## src/rtl/ubg_pkg.sv

```systemverilog
package ubg_pkg;
    // Clock of the register side and of all counters.
    localparam int CLK_HZ = 25_000_000;
    // Byte addresses of the registers.
    localparam logic [3:0] ADR_CLK_SEL = 4'h0;
    localparam logic [3:0] ADR_DIVISOR = 4'h4;
    localparam logic [3:0] ADR_CONTROL = 4'h8;
    localparam logic [3:0] ADR_STATUS = 4'hc;
    // Bit positions in the control register.
    localparam int CTL_POWER_BIT = 7;
    localparam int CTL_TX_EN_BIT = 6;
    localparam int CTL_RX_EN_BIT = 5;
    // Bit positions in the status register.
    localparam int STS_RX_BUSY_BIT = 0;
    localparam int STS_TX_HOLD_BIT = 1;
    localparam int STS_SEL_BAD_BIT = 2;
    localparam int STS_TX_PHASE_BIT = 3;
    // Base clock select codes.
    localparam logic [3:0] SEL_LAST_DIV = 4'ha;
    localparam logic [3:0] SEL_TIMER = 4'hb;
    localparam int SEL_CODES = 16;
    localparam int PRE_W = 10;
    // Divisor limits and reset values.
    localparam logic [7:0] DIV_MIN = 8'h04;
    localparam logic [7:0] DIV_RST = 8'hff;
    localparam logic [3:0] SEL_RST = 4'h0;
    // Extra base clocks on a stop bit between back-to-back frames.
    localparam logic [1:0] STRETCH_TICKS = 2'h2;
    // Latch timing margin in base clocks taken off the first half bit.
    localparam logic [7:0] LATCH_MARGIN = 8'h02;
    localparam int GAP_W = 10;
    typedef enum logic {RX_IDLE, RX_RUN} ubg_rx_state_t;
endpackage

```

## src/rtl/ubg_baud_gen.sv

```systemverilog
`timescale 1ns/100ps
// Contract
// - Bit rate equals base clock over 2k, k 4..255.
// - Select 0..10 divides by 2^n, 11 picks timer.
// - Receiver latches bits at counter-timed instants.
// - Receive latch point keeps two base clock margin.
// - Back-to-back stop bit stretched by two base clocks.
// - Receiver restarts timing on every start bit.
// - Base clock runs only while power bit set.
// - Separate 8-bit counters for transmit and receive.
// - Transmit counter clears on every load, frame end with tx_more_i set.
// - Receive counter runs per frame, cleared when off.
module ubg_baud_gen #(
    parameter int DIV_W = 8
) (
    input wire logic clk_i,
    input wire logic rst_i,
    input wire logic wb_cyc_i,
    input wire logic wb_stb_i,
    input wire logic wb_we_i,
    input wire logic [3:0] wb_adr_i,
    input wire logic [31:0] wb_dat_i,
    input wire logic [3:0] wb_sel_i,
    output logic [31:0] wb_dat_o,
    output logic wb_ack_o,
    input wire logic timer_out_i,
    input wire logic tx_load_i,
    input wire logic tx_frame_end_i,
    input wire logic tx_more_i,
    input wire logic rx_start_i,
    input wire logic rx_frame_end_i,
    output logic base_tick_o,
    output logic tx_bit_tick_o,
    output logic rx_latch_o,
    output logic rx_busy_o
);
    import ubg_pkg::*;

    if (DIV_W != 8) begin : g_bad_width
        $error("ubg_baud_gen: divisor counters are 8 bits wide");
    end

    // Register file.
    logic [3:0] clk_sel;
    logic [7:0] divisor;
    logic serial_power_bit;
    logic serial_tx_enable_bit;
    logic serial_rx_enable_bit;
    logic ack;
    logic [31:0] rd_data;

    wire bus_req = wb_cyc_i & wb_stb_i & ~ack;
    // All fields sit in the low byte, so only byte lane 0 gates a write.
    wire bus_wr = bus_req & wb_we_i & wb_sel_i[0];
    wire wr_sel = bus_wr & (wb_adr_i == ADR_CLK_SEL);
    wire wr_ctl = bus_wr & (wb_adr_i == ADR_CONTROL);
    // Divisor writes below the minimum are dropped so k never leaves its range.
    wire wr_div = bus_wr & (wb_adr_i == ADR_DIVISOR) & (wb_dat_i[7:0] >= DIV_MIN);

    // Prescaler and base clock.
    logic [PRE_W-1:0] pre;
    logic timer_q;
    logic base_tick;
    logic [SEL_CODES-1:0] tap_hit;
    // The timer output shares this clock, so its edge is taken without a synchroniser.
    wire timer_rise = timer_out_i & ~timer_q;

    for (genvar g = 0; g < SEL_CODES; g++) begin : g_tap
        if (g <= int'(SEL_LAST_DIV)) begin : g_div
            localparam logic [PRE_W-1:0] MASK = PRE_W'((1 << g) - 1);
            assign tap_hit[g] = ((pre & MASK) == MASK);
        end else if (g == int'(SEL_TIMER)) begin : g_tmr
            assign tap_hit[g] = timer_rise;
        end else begin : g_bad
            assign tap_hit[g] = 1'b0;
        end
    end

    // Prohibited codes give no base clock at all rather than a guessed rate.
    wire sel_bad = clk_sel > SEL_TIMER;
    wire next_base_tick = serial_power_bit & tap_hit[clk_sel];

    always_ff @(posedge clk_i) begin
        if (rst_i) begin
            pre <= '0;
            timer_q <= 1'b0;
            base_tick <= 1'b0;
        end else begin
            pre <= serial_power_bit ? pre + 1'b1 : '0;
            timer_q <= timer_out_i;
            base_tick <= next_base_tick;
        end
    end

    // Transmit counter.
    logic [7:0] tx_cnt;
    logic tx_phase;
    logic [1:0] tx_hold;
    wire [7:0] div_last = divisor - 8'h01;
    wire tx_run = serial_power_bit & serial_tx_enable_bit;
    wire tx_restart = tx_frame_end_i & tx_more_i;
    wire tx_clr = tx_load_i | tx_restart;
    // A clear wins over counting, so a load on a tick cycle still restarts a full period.
    wire tx_step = tx_run & ~tx_clr & base_tick & (tx_hold == 2'h0);
    wire tx_half = tx_step & (tx_cnt >= div_last);
    wire tx_fire = tx_half & tx_phase;

    always_ff @(posedge clk_i) begin
        if (rst_i || !tx_run) begin
            tx_cnt <= '0;
            tx_phase <= 1'b0;
            tx_hold <= '0;
        end else if (tx_clr) begin
            tx_cnt <= '0;
            tx_phase <= 1'b0;
            tx_hold <= tx_restart ? STRETCH_TICKS : 2'h0;
        end else if (base_tick && tx_hold != 2'h0) begin
            tx_hold <= tx_hold - 2'h1;
        end else if (tx_half) begin
            tx_cnt <= '0;
            tx_phase <= ~tx_phase;
        end else if (tx_step) begin
            tx_cnt <= tx_cnt + 8'h01;
        end
    end

    // Receive counter.
    ubg_rx_state_t rx_state;
    logic [7:0] rx_cnt;
    logic rx_phase;
    wire rx_run_en = serial_power_bit & serial_rx_enable_bit;
    // A start bit wins over frame end, so a start in the last cycle is never lost.
    wire rx_step = rx_run_en & ~rx_start_i & (rx_state == RX_RUN) & base_tick;
    wire rx_half = rx_step & (rx_cnt >= div_last);
    wire rx_fire = rx_half & ~rx_phase;

    always_ff @(posedge clk_i) begin
        if (rst_i || !rx_run_en) begin
            rx_state <= RX_IDLE;
            rx_cnt <= '0;
            rx_phase <= 1'b0;
        end else if (rx_start_i) begin
            // The margin preset pulls the first latch point forward by two base clocks.
            rx_state <= RX_RUN;
            rx_cnt <= LATCH_MARGIN;
            rx_phase <= 1'b0;
        end else begin
            case (rx_state)
                RX_IDLE: begin
                    rx_cnt <= '0;
                    rx_phase <= 1'b0;
                end
                RX_RUN: begin
                    if (rx_frame_end_i) begin
                        rx_state <= RX_IDLE;
                        rx_cnt <= '0;
                        rx_phase <= 1'b0;
                    end else if (rx_half) begin
                        rx_cnt <= '0;
                        rx_phase <= ~rx_phase;
                    end else if (rx_step) begin
                        rx_cnt <= rx_cnt + 8'h01;
                    end
                end
                default: begin
                    rx_state <= RX_IDLE;
                end
            endcase
        end
    end

    // Registers and bus answer.
    // Read data is registered with ack, so it stands for that one cycle only.
    always_comb begin
        rd_data = 32'h0000_0000;
        case (wb_adr_i)
            ADR_CLK_SEL: rd_data[3:0] = clk_sel;
            ADR_DIVISOR: rd_data[7:0] = divisor;
            ADR_CONTROL: begin
                rd_data[CTL_POWER_BIT] = serial_power_bit;
                rd_data[CTL_TX_EN_BIT] = serial_tx_enable_bit;
                rd_data[CTL_RX_EN_BIT] = serial_rx_enable_bit;
            end
            ADR_STATUS: begin
                rd_data[STS_RX_BUSY_BIT] = (rx_state == RX_RUN);
                rd_data[STS_TX_HOLD_BIT] = (tx_hold != 2'h0);
                rd_data[STS_SEL_BAD_BIT] = sel_bad;
                rd_data[STS_TX_PHASE_BIT] = tx_phase;
            end
            default: rd_data = 32'h0000_0000;
        endcase
    end

    always_ff @(posedge clk_i) begin
        if (rst_i) begin
            clk_sel <= SEL_RST;
            divisor <= DIV_RST;
            serial_power_bit <= 1'b0;
            serial_tx_enable_bit <= 1'b0;
            serial_rx_enable_bit <= 1'b0;
            ack <= 1'b0;
            wb_dat_o <= 32'h0000_0000;
        end else begin
            ack <= bus_req;
            wb_dat_o <= bus_req ? rd_data : 32'h0000_0000;
            if (wr_sel) clk_sel <= wb_dat_i[3:0];
            if (wr_div) divisor <= wb_dat_i[7:0];
            if (wr_ctl) begin
                serial_power_bit <= wb_dat_i[CTL_POWER_BIT];
                serial_tx_enable_bit <= wb_dat_i[CTL_TX_EN_BIT];
                serial_rx_enable_bit <= wb_dat_i[CTL_RX_EN_BIT];
            end
        end
    end

    assign wb_ack_o = ack;

    always_ff @(posedge clk_i) begin
        if (rst_i) begin
            base_tick_o <= 1'b0;
            tx_bit_tick_o <= 1'b0;
            rx_latch_o <= 1'b0;
            rx_busy_o <= 1'b0;
        end else begin
            base_tick_o <= next_base_tick;
            tx_bit_tick_o <= tx_fire;
            rx_latch_o <= rx_fire;
            rx_busy_o <= rx_run_en & (rx_start_i | (rx_state == RX_RUN & ~rx_frame_end_i));
        end
    end

    // Helper counters of base clocks between bit events.
    logic [GAP_W-1:0] tx_gap;
    logic tx_stretched;
    logic [GAP_W-1:0] rx_gap;
    logic rx_first;
    wire [GAP_W-1:0] two_k = {1'b0, divisor, 1'b0};

    always_ff @(posedge clk_i) begin
        if (rst_i || !tx_run || tx_clr || tx_fire) begin
            tx_gap <= '0;
            tx_stretched <= tx_run & tx_restart & ~rst_i;
        end else if (base_tick) begin
            tx_gap <= tx_gap + 1'b1;
        end
        if (rst_i || !rx_run_en || rx_start_i || rx_fire) begin
            rx_gap <= '0;
            rx_first <= rx_start_i & ~rst_i;
        end else if (rx_step) begin
            rx_gap <= rx_gap + 1'b1;
        end
    end
endmodule

```

## config.mk

```make
export PLATFORM = sky130hd
export DESIGN_NAME = ubg_baud_gen
export DESIGN_NICKNAME = d
export VERILOG_FILES = /design/src/rtl/ubg_pkg.sv /design/src/rtl/ubg_baud_gen.sv
export SDC_FILE = /design/constraint.sdc
export NUM_CORES = 1
export LEC_CHECK = 0
export ABC_CLOCK_PERIOD_IN_PS = 3500
export BUFFER_PORTS_ARGS = -buffer_cell sky130_fd_sc_hd__buf_2
export CAP_MARGIN = 10
export CORE_UTILIZATION = 45
export CTS_CLUSTER_SIZE = 25
export DETAILED_ROUTE_END_ITERATION = 10
export PLACE_DENSITY = 0.7
export SYNTH_ARGS = -nofsm -noshare
export SYNTH_HDL_FRONTEND = slang
export SYNTH_SLANG_ARGS = --single-unit
```

## constraint.sdc

```tcl
create_clock -name clk_i -period 3.5 [get_ports clk_i]
set_input_delay 0.175 -clock clk_i [delete_from_list [all_inputs] [get_ports clk_i]]
set_output_delay 0.175 -clock clk_i [all_outputs]
set_load 0.05 [all_outputs]
```

# == Word-level counts from Yosys, hierarchy flattened ==
# Cells that the tools add are included.
# totals
in_bits,51
mem_bits_ro,0
ff_bits,84
mem_count,0
latchBits,0
elab_cells,123
ramBits,0
# op_classes
order_cmp,5
mux,20
div_mod_pow,0
mul,0
reduce_logical,17
n_eq_ne,15
shift,0
addsub,5
bitwise_logic,39
# ops
cell,count
8-bit 2-to-1 mux,5
1-bit bitwise AND,25
8-bit by 1-bit adder with 8-bit output (second input constant),2
8-bit >= comparator,2
8-bit one-hot mux with 2 select lines,1
4-bit == test (second input constant),3
1-bit NOT,12
4-bit one-hot mux with 3 select lines,1
10-bit by 1-bit adder with 10-bit output (second input constant),1
10-bit == test (second input constant),1
9-bit == test (second input constant),1
8-bit == test (second input constant),1
8-bit by 3-bit >= comparator with 1-bit output (second input constant),1
2-bit 2-to-1 mux,4
2-bit OR reduction,4
8-bit by 1-bit subtractor with 8-bit output (second input constant),1
7-bit == test (second input constant),1
6-bit == test (second input constant),1
1-bit 2-to-1 mux,6
3-bit one-hot mux with 2 select lines,1
2-bit nonzero test,3
5-bit == test (second input constant),1
4-bit by 5-bit less-than comparator with 1-bit output (second input constant),1
5-bit by 3-bit inequality test with 1-bit output (second input constant),1
other kinds (17),21

# == Longest topological paths before layout ==
# Gate-level depths: netlist (run 1).
# logic_depth
word_depth,9
ltp_mapped,11
mapped_depth_nobuf,11

# == Worst setup path before layout (run 1) ==
# OpenSTA, ideal clock, no wires.
# synth_timing
kind,reg-to-reg
start,register divisor[0]
end,register rx_cnt[0]
period_less_slack_ns,2.836
setup_ns,0.103
required_ns,3.397
slack_ns,0.664
arrival_ns,2.733
path_stages_with_launch,10
cell_sequence,dfxtp_1 -> inv_1 -> ha_1 -> ha_1 -> a21o_1 -> a211o_1 -> a221o_1 -> a222oi_1 -> o211ai_1 -> a2111oi_2
# synth_via
elab_chain_cells,6
# synth_rtl
element,line,source
from (decl),ubg_baud_gen.sv:45,logic [7:0] divisor;
from (signal assigned),ubg_baud_gen.sv:207,if (wr_div) divisor <= wb_dat_i[7:0];
8-bit by 1-bit subtractor with 8-bit output (*),ubg_baud_gen.sv:99,wire [7:0] div_last = divisor - 8'h01;
8-bit >= comparator (*),ubg_baud_gen.sv:134,wire rx_half = rx_step & (rx_cnt >= div_last);
1-bit bitwise AND (*),ubg_baud_gen.sv:134,
8-bit 2-to-1 mux,ubg_baud_gen.sv:158,end else if (rx_half) begin
8-bit 2-to-1 mux,ubg_baud_gen.sv:154,if (rx_frame_end_i) begin
8-bit one-hot mux with 2 select lines,ubg_baud_gen.sv:148,case (rx_state)
to (signal assigned),ubg_baud_gen.sv:162,rx_cnt <= rx_cnt + 8'h01;
to (decl),ubg_baud_gen.sv:129,logic [7:0] rx_cnt;
# Mark *: on every way between the ends. The rest lies on a longest branch, timed or not.
# A chain may end at the register's enable or synchronous reset.

# == Final worst setup path (run 1) ==
# layout_timing
start,register divisor[0]
end,register tx_cnt[0]
# layout_via
elab_chain_cells,5
# layout_rtl
element,line,source
8-bit by 1-bit subtractor with 8-bit output (*),ubg_baud_gen.sv:99,
8-bit >= comparator (*),ubg_baud_gen.sv:105,wire tx_half = tx_step & (tx_cnt >= div_last);
1-bit bitwise AND (*),ubg_baud_gen.sv:105,
2-bit nonzero test (no source line),--,
2-bit AND reduction (no source line),--,
to (signal assigned),ubg_baud_gen.sv:123,tx_cnt <= tx_cnt + 8'h01;
to (decl),ubg_baud_gen.sv:96,logic [7:0] tx_cnt;
# Marked as above.

==> flow_metrics.tcl, run 1 <==
set metrics [dict create \
    status "finished clean" \
    grt_use_total 0.184 \
    routedWlPerCell_um 12.5 \
    ys_ff_latch 60 \
    rsz0062_at_grt "false" \
    htree_levels 3 \
    relSlewSlack 0.587 \
    syn_inst 374 \
    cp_cell_sequence "inv_1 -> ha_1 -> xnor2_1 -> ha_1 -> a21o_1 -> a31oi_1 -> o21ai_0 -> a221oi_1 -> buf_4 -> o21bai_1 -> a211oi_1 -> mux2_2" \
    fp.dieW_um 86.3 \
    coreArea_um2 6830 \
    synthFlopType "dfxtp_1" \
    place_congestion 0.807 \
    netlist_area_um2 3190 \
    via_per_inst 5.02 \
    critical_path_class "reg -> reg" \
    synth-edff-count 0 \
    port_buffers 36 \
    critical_path.max_stage_delay_ps 450 \
    ys_types 47 \
    place_ws_ps 505 \
    multi_input_area_um2 1800 \
    internal_power_mw 1.19 \
    synth_area_leaders "dfxtp_1 38%, ha_1 7.1%, nor2_1 6.6%" \
    drive_gt1_frac 0.140 \
    cts-resized-gates 0 \
    clock_latency_ps 330 \
    setup_slack_ps 489 \
    cp_slowest_cell "a211oi_1" \
    synth_top_area_frac 0.376 \
    syn_avg_cell_area_um2 8.54 \
    area_delta_synth_final_pct 13.1 \
    critical_path.startpoint_type "flip-flop" \
    hold_viol 0 \
    ys_async_sr_fraction 0 \
    final_core_util 0.529 \
    drv_slew 0 \
    worst-path-buf-inv 2 \
    die_area_um2 7440 \
    totalWireLength_um 6390 \
    start_util 0.468 \
    ys_seq_area_frac 0.376 \
    cts_sinks 60 \
    num-fill-cells 681 \
    cts_tree "yes" \
    crit_fanout 6 \
    cts_setup_buffers 0 \
    die_height_um 86.3 \
    swShare 0.225 \
    clkPwrFrac 0.488 \
    diodes 0 \
    grt_pass1_wl_um 10700 \
    cp.arrival_ps 3280 \
    clk_pin_slew_ps 70 \
    worstHoldPathType "in -> reg" \
    worst_pin_slew_ps 618 \
    synth_top_area_cell "dfxtp_1" \
    place_area_um2 3370 \
    io_pins 88 \
    num_vias 2563 \
    vdd_ir_drop_max_uv 267 \
    cp_common_cell "ha_1" \
    rows 30 \
    leakage_nw 1.60 \
    synth_warnings 0 \
    maxCapViolations 0 \
    required_ps 3770 \
    grt_antenna_before_repair 0 \
    combPwrFrac 0.066 \
    cts_buffers 9 \
    fin_nets 480 \
    clock-root-buffer "clkbuf_8" \
    fin_area_um2 3610 \
    drcViolationCount 0 \
    critPathCaptureType "flip-flop" \
    tns_ps 0 \
    clock_path_buffers 2 \
    finalCritPeriodShare 0.860 \
    antenna_left 0 \
    whs_ps 72.1 \
    hpwl_um 4830 \
    first_iter_violations 85 \
    pwr-share-seq 0.447 \
    post-route-min-period_ps 3010 \
    regArea_um2 1200 \
    cellPowerDensity_nw_per_um2 425 \
    gr-total-overflow 0 \
    crit_family "compound AO/OA/AOI/OAI gates" \
    setup_viol 0 \
    first_global_vias 2361 \
    cts_hold_buf 0 \
    drtPass1Iterations 4 \
    clock_skew_ps 8.13 \
    switching_power_mw 0.345 \
    max_freq_mhz 332 \
    grt_max_degree 22 \
]
[stage by stage]
stage          instances  total power, mW
5_1_grt              511             1.59
6_report             511             1.54
3_5_place_dp         496            0.801
2_1_floorplan        397            0.801
4_1_cts              511             1.55
3_3_place_gp         496            0.801
[final timing paths]
kind	start	cells after the start	slack [ps]	end
setup / recovery	divisor[0]	12	490	tx_cnt[0]
hold / removal	timer_out_i	2	70	timer_q
setup reg to reg	divisor[0]	12	490	tx_cnt[0]
hold reg to reg	rx_phase	1	440	rx_latch_o
[sequential cells by signal, indices dropped and copies added, names as in the netlist]
signal                cells
base_tick_o               1
clk_sel                   4
divisor                   8
pre                      10
rx_busy_o                 1
rx_cnt                    8
rx_latch_o                1
rx_phase                  1
rx_state                  1
serial_power_bit          1
serial_rx_enable_bit      1
serial_tx_enable_bit      1
timer_q                   1
tx_bit_tick_o             1
tx_cnt                    8
tx_hold                   2
tx_phase                  1
wb_ack_o                  1
wb_dat_o                  8
[Yosys cell counts, types with 2 or more instances]
library cell / n
nor3_1: 7
clkbuf_1: 9
dfxtp_1: 60
and3_1: 15
o211ai_1: 4
a22oi_1: 6
nand3b_1: 3
a21o_1: 3
and2_1: 5
xnor2_1: 10
a22o_1: 4
o21ai_0: 12
xor2_1: 12
nand4_1: 4
nor2b_1: 8
o21bai_1: 3
nor4_1: 2
buf_4: 25
nor2_1: 56
inv_1: 12
a21oi_1: 17
ha_1: 18
a211o_1: 10
nand3_1: 8
mux2i_1: 8
a211oi_1: 3
a31oi_1: 2
mux2_2: 2
nand2b_1: 6
nand2_1: 23
[worst reg2reg max path: cells and delay by family (launching register included)]
kind                     cells  cell delay, ps
AO/OA/AOI/OAI                6            1240
XOR/XNOR                     1             240
adder cells (fa/ha/maj)      2             550
buffers and inverters        2             300
flip-flops                   1             370
multiplexers                 1             240
[power by group through the flow]
| stage | Clock (mW) | Combinational [mW] | Sequential, mW |
|---|---|---|---|
| after floorplan | 0 | 0.0962 | 0.705 |
| after global placement | 0 | 0.0994 | 0.701 |
| after detailed placement | 0 | 0.0998 | 0.701 |
| after CTS | 0.767 | 0.0999 | 0.686 |
| after global routing | 0.800 | 0.107 | 0.686 |
| final | 0.750 | 0.101 | 0.686 |
[metal layers]
metal,vias up,track usage,wire length [um]
met5,-,0,0
met4,0,0.0636,71
met3,8,0.0457,207
met2,47,0.310,3100
met1,1180,0.229,3010
li1,1328,-,-
[layout make-up]
| cell class | count | area share |
|---|---|---|
| clock buffers | 11 | 0.0391 |
| repair buffers | 39 | 0.0561 |
| clock inverters | 4 | 0.0270 |
| multi-input cells | 289 | 0.499 |
| well taps | 96 | 0.0333 |
| inverters | 12 | 0.0125 |
| flip-flops and latches | 60 | 0.333 |
[kinds of logic (layout without fill, tap and decap cells)]
logic type,after synthesis,in the layout,synth area share
AOI/OAI and AO/OA,72,72,0.157
and+or+nand+nor,143,143,0.217
DFF,60,60,0.376
muxes,10,10,0.0321
buffers and inverters,48,66,0.0862
other,1,24,0.00117
xor gates and xnor gates,22,22,0.0603
adders and majority gates,18,18,0.0705
[cell usage in the layout (no fill, tap or decap), types with 5 or more instances in the layout]
master and n:
mux2i_1 8, nand3_1 8, nor3_1 7, ha_1 18
and3_1 15, a22oi_1 6, nand2b_1 6, inv_1 12
nor2b_1 8, dfxtp_1 60, clkbuf_8 10, nor2_1 56
xor2_1 12, a21oi_1 17, conb_1 24, buf_2 36
nand2_1 23, xnor2_1 10, o21ai_0 12, and2_1 5
a211o_1 10
No activity file was read; power rests on OpenSTA's default activity.
==> inputs of run 2 (changes only) <==
--- a/config.mk
+++ b/config.mk
@@ -12,6 +12,7 @@
 export CTS_CLUSTER_SIZE = 25
 export DETAILED_ROUTE_END_ITERATION = 10
 export PLACE_DENSITY = 0.7
+export RECOVER_POWER = 100
 export SYNTH_ARGS = -nofsm -noshare
 export SYNTH_HDL_FRONTEND = slang
 export SYNTH_SLANG_ARGS = --single-unit
==> flow_metrics.tcl, run 2 (same netlist as run 1, synthesis figures left out) <==
set metrics [dict create \
    status "finished clean" \
    cts_setup_buffers 0 \
    grt_antenna_before_repair 0 \
    drtPass1Iterations 4 \
    crit_fanout 6 \
    top_register "pre" \
    critical_path.startpoint_type "flip-flop" \
    post-route-min-period_ps 3020 \
    routedWlPerCell_um 12.5 \
    clock-root-buffer "clkbuf_8" \
    max_freq_mhz 331 \
    place_congestion 0.807 \
    vdd_ir_drop_max_uv 266 \
    required_ps 3740 \
    first_global_vias 2361 \
    gr-total-overflow 0 \
    critPathCaptureType "flip-flop" \
    leakage_nw 1.54 \
    fin_area_um2 3590 \
    totalWireLength_um 6410 \
    num_vias 2566 \
    final_core_util 0.525 \
    switching_power_mw 0.345 \
    htree_levels 3 \
    fp.dieW_um 86.3 \
    die_area_um2 7440 \
    layout_common_cells "60 x dfxtp_1, 56 x nor2_1, 24 x conb_1, 23 x nand2_1, 22 x buf_2" \
    die_height_um 86.3 \
    grt_use_total 0.184 \
    rsz0062_at_grt "false" \
    swShare 0.225 \
    relSlewSlack 0.358 \
    cts_sinks 60 \
    whs_ps 72.6 \
    fin_nets 480 \
    clock_skew_ps 8.55 \
    grt_pass1_wl_um 10700 \
    combPwrFrac 0.065 \
    cts_hold_buf 0 \
    drcViolationCount 0 \
    cellPowerDensity_nw_per_um2 428 \
    clock_path_buffers 2 \
    finalCritPeriodShare 0.862 \
    clk_pin_slew_ps 70 \
    maxCapViolations 0 \
    drv_slew 0 \
    coreArea_um2 6830 \
    power_mw 1.54 \
    worst_pin_slew_ps 963 \
    tns_ps 0 \
    internal_power_mw 1.19 \
    via_per_inst 5.02 \
    largest_reg_flops 10 \
    diodes 0 \
    place_ws_ps 505 \
    hpwl_um 4830 \
    rows 30 \
    drive_gt1_frac 0.0988 \
    cp.arrival_ps 3250 \
    hold_viol 0 \
    cts-resized-gates 0 \
    final-instance-count-excl-fill 511 \
    antenna_left 0 \
    grt_max_degree 22 \
    place_area_um2 3370 \
    final_common_cell "dfxtp_1" \
    clock_latency_ps 330 \
    clkPwrFrac 0.488 \
    pwr-share-seq 0.447 \
    num-fill-cells 691 \
    cts_tree "yes" \
    area_delta_synth_final_pct 12.3 \
    first_iter_violations 81 \
    setup_slack_ps 482 \
    start_util 0.468 \
    io_pins 88 \
    port_buffers 36 \
    worstHoldPathType "in -> reg" \
    place_inst 496 \
    setup_viol 0 \
    critical_path_class "reg -> reg" \
    cts_buffers 9 \
]
-- run 2: critical path, cell delays in order, from the launching register on --
cell and delay, ps:
dfxtp_1 370, inv_1 120, ha_1 360, ha_1 280
a21o_1 160, a211o_1 280, a221o_1 290, a222oi_1 300
clkbuf_1 250, o211ai_1 130, a2111oi_2 370
-- run 2: power by group through the flow --
stage | logic, mW | registers, mW | clock network [mW]
after floorplan | 0.0962 | 0.705 | 0
after global placement | 0.0994 | 0.701 | 0
after detailed placement | 0.0998 | 0.701 | 0
after CTS | 0.0999 | 0.686 | 0.767
after global routing | 0.107 | 0.686 | 0.800
final | 0.100 | 0.686 | 0.750
-- run 2: cell type report --
| class | instances | area (um^2) | share of cell area |
|---|---|---|---|
| clock buffers | 11 | 141 | 0.0394 |
| flip-flops and latches | 60 | 1200 | 0.335 |
| inverters | 12 | 45.0 | 0.0126 |
| well taps | 96 | 120 | 0.0335 |
| multi-input cells | 289 | 1800 | 0.503 |
| repair buffers | 39 | 178 | 0.0495 |
| clock inverters | 4 | 97.6 | 0.0272 |
-- run 2: metal layers --
layer	part of all wire	global-route usage
met2	0.48	0.310
met3	0.033	0.0457
met5	0	0
met4	0.011	0.0636
met1	0.47	0.229
-- run 2: worst paths after layout --
path                            depth (start not counted)         from         end  slack [ps]
worst min register to register                          1     rx_phase  rx_latch_o         440
worst min-delay path                                    2  timer_out_i     timer_q          70
worst max register to register                         10   divisor[0]   rx_cnt[0]         480
worst max-delay path                                   10   divisor[0]   rx_cnt[0]         480
